**config.mk**
```make
export PLATFORM = sky130hd
export DESIGN_NAME = bemf_sampling_capture
export DESIGN_NICKNAME = d
export VERILOG_FILES = /design/src/bemf_sampling_pkg.sv /design/src/bemf_sampling_capture.sv /design/src/input_sync.sv
export VERILOG_INCLUDE_DIRS = /design/src
export SDC_FILE = /design/constraint.sdc
export NUM_CORES = 1
export LEC_CHECK = 0
export BUFFER_PORTS_ARGS = -buffer_cell sky130_fd_sc_hd__buf_2
export CAP_MARGIN = 20
export CELL_PAD_IN_SITES_DETAIL_PLACEMENT = 1
export CELL_PAD_IN_SITES_GLOBAL_PLACEMENT = 2
export CORE_UTILIZATION = 35
export CTS_CLUSTER_DIAMETER = 40
export CTS_CLUSTER_SIZE = 30
export DETAILED_ROUTE_END_ITERATION = 12
export HOLD_SLACK_MARGIN = 0.03
export PLACE_DENSITY_LB_ADDON = 0.1
export SLEW_MARGIN = 20
export SYNTH_ARGS = -nofsm -noshare
export SYNTH_HDL_FRONTEND = slang
export SYNTH_SLANG_ARGS = --single-unit
```
**constraint.sdc**
```tcl
create_clock -name sys_clk -period 4.21 [get_ports sys_clk]
set_clock_uncertainty 0.2 [all_clocks]
set_input_delay 0.421 -clock sys_clk [delete_from_list [all_inputs] [get_ports sys_clk]]
set_output_delay 0.421 -clock sys_clk [all_outputs]
set_load 0.01 [all_outputs]
```
**src/bemf_sampling_defs.svh**
```systemverilog
// Offsets, field positions, reset values and timing counts of the sampling block.
// Assumes a 32-bit classic Wishbone slave with word-aligned byte addresses.
`ifndef BEMF_SAMPLING_DEFS_SVH
`define BEMF_SAMPLING_DEFS_SVH

// Register byte offsets
`define OFS_CONTROL        8'h00
`define OFS_PHASE_STATE    8'h04
`define OFS_SAMPLE_DELAY   8'h08
`define OFS_ZERO_CAPTURE   8'h0C
`define OFS_DEMAG_CAPTURE  8'h10
`define OFS_IRQ_STATUS     8'h14
`define OFS_IRQ_MASK       8'h18

// Field positions
`define CTRL_W             10
`define PH_FLAG_LSB        2
`define PH_STATE_BIT       8
`define PH_READY_BIT       9
`define IRQ_W              4
`define IRQ_ZERO           0
`define IRQ_DEMAG          1
`define IRQ_TACHO          2
`define IRQ_READY          3

// Reset values and the reserved reference code
`define CTRL_RESET         10'h000
`define DELAY_RESET        8'h00
`define REF_LEVEL_ILLEGAL  3'h7

// Timing
`define SYS_CLK_MHZ        40
`define STARTUP_NS         3000
`define STARTUP_CYC        ((`STARTUP_NS * `SYS_CLK_MHZ + 999) / 1000)
`define SETTLE_NS          100
`define SETTLE_CYC         ((`SETTLE_NS * `SYS_CLK_MHZ + 999) / 1000)
`define DIV_BASE_LOG2      2

`endif

```
**src/bemf_sampling_pkg.sv**
```systemverilog
// Types shared by the sampling block: modes, sampler states and carriers.
// Assumes the constants header is included by the modules that need numbers.
package bemf_sampling_pkg;

  typedef enum logic [1:0] {
    MODE_OFF_TIME = 2'b00,
    MODE_SCLK     = 2'b01,
    MODE_ON_DELAY = 2'b10,
    MODE_TACHO    = 2'b11
  } sample_mode_t;

  typedef enum logic [1:0] {
    ST_START = 2'b00,
    ST_IDLE  = 2'b01,
    ST_DELAY = 2'b11,
    ST_TICK  = 2'b10
  } sampler_state_t;

  // Control word as it sits in the control register
  typedef struct packed {
    logic [2:0]   reference_level_select;
    logic [1:0]   sample_clock_select;
    logic         delay_at_sclk;
    sample_mode_t mode;
    logic         ref_on;
    logic         comp_on;
  } ctrl_t;

  // Pending event travelling down the latency pipe
  typedef struct packed {
    logic zero;
    logic demag;
    logic tacho;
  } evt_t;

endpackage

```
**src/bemf_sampling_capture.sv**
```systemverilog
// Rotor-position sampling and commutation-timer capture with a Wishbone slave.
// Assumes motor_pwm_output and commutation_timer come from sys_clk logic.
`timescale 1ns/1ps
`include "bemf_sampling_defs.svh"

// Functional notes
// - Hold off sampling 3 us after enabling.
// - Tacho capture on second clock after change.
// - Off-time zero capture three clocks after PWM on.
// - Off-time sensor state one clock after PWM on.
// - Sampling-clock zero event: tick plus three clocks.
// - Demag event and capture: tick plus three clocks.
// - On-time zero event: delay plus three clocks.
// - On-time with sampling clock: delay, tick, three.
// - Input select flags in one clock; settle.
// - Sampling clock divides by 4, 8, 16, 32.
// - Reference level codes 000 to 110 only.
module bemf_sampling_capture
#(
  parameter int TIMER_W = 16,
  parameter int DELAY_W = 8
) (
  input  wire logic               sys_clk,
  input  wire logic               reset,
  input  wire logic               ce,
  input  wire logic               wb_cyc_i,
  input  wire logic               wb_stb_i,
  input  wire logic               wb_we_i,
  input  wire logic [7:0]         wb_adr_i,
  input  wire logic [3:0]         wb_sel_i,
  input  wire logic [31:0]        wb_dat_i,
  output logic      [31:0]        wb_dat_o,
  output logic                    wb_ack_o,
  input  wire logic [3:0]         rotor_sense_input,
  input  wire logic               demag_comp_input,
  input  wire logic               motor_pwm_output,
  input  wire logic [TIMER_W-1:0] commutation_timer,
  output logic                    comparator_enable,
  output logic [2:0]              reference_level_out,
  output logic [1:0]              input_select_out,
  output logic [3:0]              selected_input_flag,
  output logic                    sensor_state_bit,
  output logic                    zero_cross_event,
  output logic                    demag_event,
  output logic                    irq
);
  import bemf_sampling_pkg::*;

  localparam int STARTUP_CYC = `STARTUP_CYC;
  localparam int SETTLE_CYC  = `SETTLE_CYC;

  // Refuse widths the 32-bit bus cannot carry
  if (TIMER_W < 1 || TIMER_W > 32 || DELAY_W < 1 || DELAY_W > 16)
  begin : g_check
    $error("bemf_sampling_capture: TIMER_W or DELAY_W out of range");
  end

  ctrl_t                ctrl;
  logic [DELAY_W-1:0]   sample_delay_field;
  logic [TIMER_W-1:0]   zero_cross_capture;
  logic [TIMER_W-1:0]   demag_capture;
  logic [`IRQ_W-1:0]    irq_status;
  logic [`IRQ_W-1:0]    irq_mask;
  logic [`IRQ_W-1:0]    irq_set;
  logic [1:0]           input_select_field;
  logic [4:0]           sync_lvl;
  logic                 tacho_prev;
  logic                 demag_prev;
  logic                 pwm_prev;
  logic [7:0]           start_cnt;
  logic [2:0]           settle_cnt;
  logic [DELAY_W-1:0]   delay_cnt;
  logic [4:0]           div_cnt;
  logic                 ready;
  sampler_state_t       st;
  sampler_state_t       next_st;
  evt_t                 pipe1;
  evt_t                 pipe2;
  logic                 bus_req;
  logic                 bus_wr;
  logic                 ph_write;
  logic                 enabled;
  logic                 pwm_rise;
  logic                 tick;
  logic                 take;
  logic                 sel_val;
  logic                 tacho_chg;
  logic [4:0]           div_mask;

  // Comparator levels are asynchronous to sys_clk
  input_sync #(
    .WIDTH (5)
  ) u_sync (
    .sys_clk  (sys_clk),
    .reset    (reset),
    .ce       (ce),
    .async_in ({demag_comp_input, rotor_sense_input}),
    .sync_out (sync_lvl)
  );

  assign bus_req   = wb_cyc_i && wb_stb_i && !wb_ack_o;
  assign bus_wr    = bus_req && wb_we_i && wb_sel_i[0];
  assign ph_write  = bus_wr && (wb_adr_i == `OFS_PHASE_STATE);
  assign enabled   = ctrl.comp_on || ctrl.ref_on;
  assign pwm_rise  = motor_pwm_output && !pwm_prev;
  assign sel_val   = sync_lvl[input_select_field];
  assign tacho_chg = ready && (ctrl.mode == MODE_TACHO) && (sel_val != tacho_prev);

  // Sampling clock as an enable: divide by 4 << select
  assign div_mask = 5'h1F >> (2'd3 - ctrl.sample_clock_select);
  assign tick     = ((div_cnt & div_mask) == div_mask);

  always_ff @(posedge sys_clk)
  begin
    if (reset)
      div_cnt <= 5'h00;
    else if (ce)
      div_cnt <= div_cnt + 5'h01;
  end

  // Control register; a reserved reference code leaves the old level in place
  always_ff @(posedge sys_clk)
  begin
    if (reset)
      ctrl <= ctrl_t'(`CTRL_RESET);
    else if (ce && bus_wr && wb_adr_i == `OFS_CONTROL && wb_sel_i[1])
    begin
      ctrl <= ctrl_t'(wb_dat_i[`CTRL_W-1:0]);
      if (wb_dat_i[9:7] == `REF_LEVEL_ILLEGAL)
        ctrl.reference_level_select <= ctrl.reference_level_select;
    end
  end

  // Sample delay and input select
  always_ff @(posedge sys_clk)
  begin
    if (reset)
    begin
      sample_delay_field  <= DELAY_W'(`DELAY_RESET);
      input_select_field  <= 2'b00;
      selected_input_flag <= 4'h1;
    end
    else if (ce)
    begin
      if (bus_wr && wb_adr_i == `OFS_SAMPLE_DELAY)
        sample_delay_field <= wb_dat_i[DELAY_W-1:0];
      if (ph_write)
      begin
        input_select_field  <= wb_dat_i[1:0];
        selected_input_flag <= 4'h1 << wb_dat_i[1:0];
      end
    end
  end

  // Analog mux settling after a new input is chosen
  always_ff @(posedge sys_clk)
  begin
    if (reset)
      settle_cnt <= 3'h0;
    else if (ce)
    begin
      if (ph_write)
        settle_cnt <= 3'(SETTLE_CYC);
      else if (settle_cnt != 3'h0)
        settle_cnt <= settle_cnt - 3'h1;
    end
  end

  // Start-up filter; restarts whenever both enables go low
  always_ff @(posedge sys_clk)
  begin
    if (reset)
    begin
      start_cnt <= 8'(STARTUP_CYC);
      ready     <= 1'b0;
    end
    else if (ce)
    begin
      if (!enabled)
      begin
        start_cnt <= 8'(STARTUP_CYC);
        ready     <= 1'b0;
      end
      else if (start_cnt > 8'h01)
        start_cnt <= start_cnt - 8'h01;
      else
        ready <= 1'b1;
    end
  end

  // Sampler sequencing
  always_comb
  begin
    next_st = st;
    take    = 1'b0;
    unique case (st)
      ST_START:
        if (ready)
          next_st = ST_IDLE;
      ST_IDLE:
        if (settle_cnt == 3'h0)
        begin
          unique case (ctrl.mode)
            MODE_OFF_TIME: take = pwm_rise;
            MODE_SCLK:     take = tick;
            MODE_ON_DELAY:
              if (pwm_rise)
              begin
                if (sample_delay_field == '0)
                  take = 1'b1;
                else
                  next_st = ST_DELAY;
              end
            MODE_TACHO:    take = 1'b0;
          endcase
        end
      ST_DELAY:
        if (delay_cnt == DELAY_W'(1))
        begin
          if (ctrl.delay_at_sclk)
            next_st = ST_TICK;
          else
          begin
            take    = 1'b1;
            next_st = ST_IDLE;
          end
        end
      ST_TICK:
        if (tick)
        begin
          take    = 1'b1;
          next_st = ST_IDLE;
        end
    endcase
    if (!ready)
    begin
      next_st = ST_START;
      take    = 1'b0;
    end
  end

  always_ff @(posedge sys_clk)
  begin
    if (reset)
    begin
      st        <= ST_START;
      delay_cnt <= '0;
      pwm_prev  <= 1'b0;
    end
    else if (ce)
    begin
      st       <= next_st;
      pwm_prev <= motor_pwm_output;
      if (st == ST_IDLE && next_st == ST_DELAY)
        delay_cnt <= sample_delay_field;
      else if (delay_cnt != '0)
        delay_cnt <= delay_cnt - DELAY_W'(1);
    end
  end

  // Sensor state one clock after the sample; tacho follows the input directly
  always_ff @(posedge sys_clk)
  begin
    if (reset)
    begin
      sensor_state_bit <= 1'b0;
      tacho_prev       <= 1'b0;
      demag_prev       <= 1'b0;
    end
    else if (ce)
    begin
      tacho_prev <= sel_val;
      if (take)
        sensor_state_bit <= sel_val;
      if (ready && tick)
        demag_prev <= sync_lvl[4];
    end
  end

  // Latency pipe: two stages for zero and demag, capture on the third edge; tacho uses one stage, capture on the second
  always_ff @(posedge sys_clk)
  begin
    if (reset)
    begin
      pipe1 <= '0;
      pipe2 <= '0;
    end
    else if (ce)
    begin
      pipe1.zero  <= take && (sel_val != sensor_state_bit);
      pipe1.demag <= ready && tick && (sync_lvl[4] != demag_prev);
      pipe1.tacho <= tacho_chg;
      pipe2.zero  <= pipe1.zero;
      pipe2.demag <= pipe1.demag;
      pipe2.tacho <= 1'b0;
    end
  end

  // Timer captures and event pulses
  always_ff @(posedge sys_clk)
  begin
    if (reset)
    begin
      zero_cross_capture <= '0;
      demag_capture      <= '0;
      zero_cross_event   <= 1'b0;
      demag_event        <= 1'b0;
    end
    else if (ce)
    begin
      zero_cross_event <= pipe2.zero;
      demag_event      <= pipe2.demag;
      if (pipe2.zero || pipe1.tacho)
        zero_cross_capture <= commutation_timer;
      if (pipe2.demag)
        demag_capture <= commutation_timer;
    end
  end

  // Sticky status; a new event beats a write-one clear
  // Ready source pulses once, in the cycle before ready rises, so a clear sticks
  assign irq_set = {enabled && !ready && start_cnt == 8'h01, pipe1.tacho, pipe2.demag,
                    pipe2.zero};

  always_ff @(posedge sys_clk)
  begin
    if (reset)
    begin
      irq_status <= '0;
      irq_mask   <= '0;
      irq        <= 1'b0;
    end
    else if (ce)
    begin
      if (bus_wr && wb_adr_i == `OFS_IRQ_STATUS)
        irq_status <= (irq_status & ~wb_dat_i[`IRQ_W-1:0]) | irq_set;
      else
        irq_status <= irq_status | irq_set;
      if (bus_wr && wb_adr_i == `OFS_IRQ_MASK)
        irq_mask <= wb_dat_i[`IRQ_W-1:0];
      irq <= |(irq_status & irq_mask);
    end
  end

  // Bus answer one cycle after the request; unmapped reads give zero
  always_ff @(posedge sys_clk)
  begin
    if (reset)
    begin
      wb_ack_o <= 1'b0;
      wb_dat_o <= 32'h0000_0000;
    end
    else if (ce)
    begin
      wb_ack_o <= bus_req;
      wb_dat_o <= 32'h0000_0000;
      if (bus_req && !wb_we_i)
      begin
        unique case (wb_adr_i)
          `OFS_CONTROL:       wb_dat_o <= 32'(ctrl);
          `OFS_PHASE_STATE:   wb_dat_o <= {22'h0, ready, sensor_state_bit, 2'b00,
                                           selected_input_flag, input_select_field};
          `OFS_SAMPLE_DELAY:  wb_dat_o <= 32'(sample_delay_field);
          `OFS_ZERO_CAPTURE:  wb_dat_o <= 32'(zero_cross_capture);
          `OFS_DEMAG_CAPTURE: wb_dat_o <= 32'(demag_capture);
          `OFS_IRQ_STATUS:    wb_dat_o <= 32'(irq_status);
          `OFS_IRQ_MASK:      wb_dat_o <= 32'(irq_mask);
          default:            wb_dat_o <= 32'h0000_0000;
        endcase
      end
    end
  end

  // Analog-facing controls
  always_ff @(posedge sys_clk)
  begin
    if (reset)
    begin
      comparator_enable   <= 1'b0;
      reference_level_out <= 3'h0;
      input_select_out    <= 2'b00;
    end
    else if (ce)
    begin
      comparator_enable   <= enabled;
      reference_level_out <= ctrl.reference_level_select;
      input_select_out    <= input_select_field;
    end
  end

  // Helpers for assertions: cycles since enable and since rise
  logic [8:0]         en_age;
  logic [DELAY_W:0]   rise_age;
  always_ff @(posedge sys_clk)
  begin
    if (reset || !enabled)
      en_age <= 9'h000;
    else if (ce && en_age != 9'h1FF)
      en_age <= en_age + 9'h001;
    if (reset || pwm_rise)
      rise_age <= '0;
    else if (ce)
      rise_age <= rise_age + (DELAY_W+1)'(1);
  end
endmodule

```
**src/input_sync.sv**
```systemverilog
// Two-stage synchroniser for a group of asynchronous comparator levels.
// Assumes levels change slowly compared with the clock; no pulse capture.
`timescale 1ns/1ps
module input_sync #(
  parameter int WIDTH = 1
) (
  input  wire logic             sys_clk,
  input  wire logic             reset,
  input  wire logic             ce,
  input  wire logic [WIDTH-1:0] async_in,
  output logic      [WIDTH-1:0] sync_out
);

  logic [WIDTH-1:0] meta;

  // First stage feeds only the second stage
  always_ff @(posedge sys_clk)
  begin
    if (reset)
    begin
      meta     <= '0;
      sync_out <= '0;
    end
    else if (ce)
    begin
      meta     <= async_in;
      sync_out <= meta;
    end
  end

endmodule

```
==> flow_summary.toml <==
[finish]
antenna_cells = 0
nets = 893
drive_gt1_share_pct = 17.1
area_growth_pct = 18.8

[critical_path]
ff2ff_path_depth = 5
end_kind = "flop"
cpLargestDelayFamily = "simple AND/OR/NAND/NOR gates"
crit_fanout = 10
path_buf_inv = 1
r2r_slack_ps = 1890
cpMaxStageDelayCell = "nor4_4"
slowest_delay_ps = 730
critPathRequiredTime_ps = 4360
cp-start-kind = "primary input"
crit_cells = 6
path_cells = "buf_2 > or3_1 > nor4_4 > and3_1 > a21oi_1 > nor3_2"
crit_arrival_ps = 2690
critPathKind = "primary input to flop"

[sta]
setup_viol = 0
post-route-period-util_pct = 60.3
report.final.slew_viol_count = 0
tns_ps = 0
timing.fmax_ghz = 0.394
fin_crit_ps = 2540
hold_viol = 0
tightestPinTransition_ps = 1000
slew_headroom_pct = 33.0
rsz0062_at_grt = "false"

[hold_path]
hold_path_class = "primary input to flop"
hold_path_depth = 3

[die]
core-area_mm2 = 0.0174
start_util_pct = 36.0
die_h_um = 136
io_pins = 119
dieWidth_um = 136
rows = 48
dieArea_mm2 = 0.0185

[synth]
ys_warn_count = 0
synth_compound_area_share_pct = 18.1
synth_top_family_by_area = "simple AND/OR/NAND/NOR gates"
synthTopCellsByArea = "dfxtp_1, nand2_1, a21oi_1"
synth_edf_count = 0
synth-async-reset-ratio_pct = 0
synth.area.mux_share_pct = 5.98
yosysSeqAreaShare_pct = 43.4
synthDistinctLibCells = 71
synth_area_mm2 = 0.00627
netlist.area_leader.share_pct = 43.4
synth_cells = 745
dominantRegCellSynth = "dfxtp_1"
ys_seq_elements = 136
synth_xor_area_share_pct = 1.68
synth.largest_area_cell = "dfxtp_1"
synth_adder_area_share_pct = 1.60
avgSynthCellArea_um2 = 8.42
synth_simple_gate_area_share_pct = 23.1

[cts]
worstSkewPairLatency_ps = 420
cts_resized = 0
cts-buffers-inserted = 17
path_clk_slew_ps = 70
cts_tree = "yes"
clock_tree.root_cell = "clkbuf_16"
numClockSinks = 136
htreeDepth = 4
cts.path.max_buffers = 2

[power]
p_leak_nw = 2.81
intPower_w = 0.00250
netSwitchingFraction_pct = 28.1
fin_total_pwr_w = 0.00347
p_seq_share_pct = 40.0
clkPwrFrac_pct = 44.8
ir_worst_vdd_v = 0.000252
combPwrFrac_pct = 15.3
switching_power_w = 0.000976
p_per_area_mw_per_mm2 = 466

[route]
wl_um = 19200
firstDrtPassIters = 4
vias = 5514
wl_per_cell_um = 18.3
final_antenna_net_count = 0
remaining_drc_errors = 0
via_per_inst = 5.25
drt-initial-drc-count = 353

[run_status]
status = "completed"

[global_route]
overflow = 0
antenna_found_initial = 0
gr-usage-all-layers_pct = 21.7
grt_pass1_vias = 5570
grt_pass1_wl_um = 30300
grt_max_degree = 89

[job]
drv_cap = 0

[placed_design]
portBuffers = 78
gp_congestion = 0.856
hpwl_um = 13600
-- final timing paths --
check / start / end
max: wb_adr_i[5] / ctrl[7]$_SDFFE_PP0P_
max reg2reg: sample_delay_field[0]$_SDFFE_PP0P_ / sensor_state_bit$_SDFFE_PP0P_
min reg2reg: wb_dat_o[4]$_SDFFE_PP0P_ / wb_dat_o[4]$_SDFFE_PP0P_
min: commutation_timer[3] / demag_capture[3]$_SDFFE_PP0P_
-- power groups by stage --
stage          Combinational, W  Clock, W  Sequential, W
2_1_floorplan          0.000400         0        0.00140
3_3_place_gp           0.000505         0        0.00141
3_5_place_dp           0.000521         0        0.00142
4_1_cts                0.000530   0.00159        0.00139
5_1_grt                0.000595   0.00164        0.00139
6_report               0.000530   0.00156        0.00139
-- layout make-up --
| type | count | area [um^2] |
|---|---|---|
| flip-flops and latches | 136 | 2720 |
| repair buffers | 95 | 541 |
| well taps | 225 | 282 |
| clock inverters | 13 | 170 |
| inverters | 16 | 60.1 |
| clock buffers | 19 | 443 |
| fillers | 2099 | 9970 |
| multi-input cells | 547 | 3230 |
-- routing by layer --
| layer | vias up | track usage [%] | wire length (um) |
|---|---|---|---|
| met5 | - | 0 | 0 |
| met2 | 99 | 35.3 | 9030 |
| li1 | 2731 | - | - |
| met3 | 12 | 4.77 | 706 |
| met4 | 0 | 5.62 | 147 |
| met1 | 2672 | 28.8 | 9310 |
-- logic make-up after synthesis --
group / count (synthesis)
other: 1
xor gates and xnor gates: 12
DFF: 136
and+or+nand+nor: 297
buffers and inverters: 77
AOI/OAI and AO/OA: 179
muxes: 35
adders and majority gates: 8
-- layout by cell type, fill, tap and decap left out, types with 17 or more instances in the layout --
master	count
nor2_1	63
clkbuf_16	17
a21oi_1	77
dfxtp_1	136
buf_2	77
nand3_1	18
nand2_1	136
mux2i_1	33
o21ai_0	24
-- worst register-to-register path: stages (launching register included) --
cell and delay, ps:
dfxtp_1 450, nor4_1 110, a21boi_0 490, nor3_1 170
or4b_2 630, a31oi_1 180
-- per-stage QoR --
step | util, % | worst slack (ps) | std cells | cell area (um^2) | hold WS, ps
final | 42.8 | 1670 | 1051 | 7450 | 49.0
after global routing | 42.8 | 1560 | 1051 | 7450 | 43.5
after CTS | 42.8 | 1650 | 1051 | 7450 | 32.3
after detailed placement | 38.8 | 1210 | 1011 | 6760 | 246
after global placement | 38.8 | 1290 | 1011 | 6760 | 234
after floorplan | - | 2050 | 760 | 6330 | 225
-- cells in the mapped netlist (all sizes together), types with 10 or more instances --
cell type	count
dfxtp	136
nand2	136
a21oi	78
nor2	63
mux2i	33
buf	32
o21ai	30
clkbuf	29
nand3	19
a22oi	16
inv	16
nor3	16
nor4	10
-- sequential cells by signal, summed over array words and instances (netlist names), 2 cells and up --
register and count:
pipe1 2, irq_status 4, input_select_out 2, delay_cnt 8, sample_delay_field 8, demag_capture 16
st 2, irq_set 3, u_sync.meta 5, start_cnt 8, wb_dat_o 16, irq_mask 4
reference_level_out 3, selected_input_flag 4, zero_cross_capture 16, div_cnt 5, u_sync.sync_out 5, settle_cnt 3
ctrl 10, input_select_field 2
-- timing repair --
| action | 4_1_cts | 5_1_grt |
|---|---|---|
| buffers inserted | 0 | 0 |
| setup endpoints to repair | 0 | 0 |
| endpoints found under the hold margin | 8 | 0 |
| hold buffers | 8 | 0 |
No activity file was read; power rests on OpenSTA's default activity.
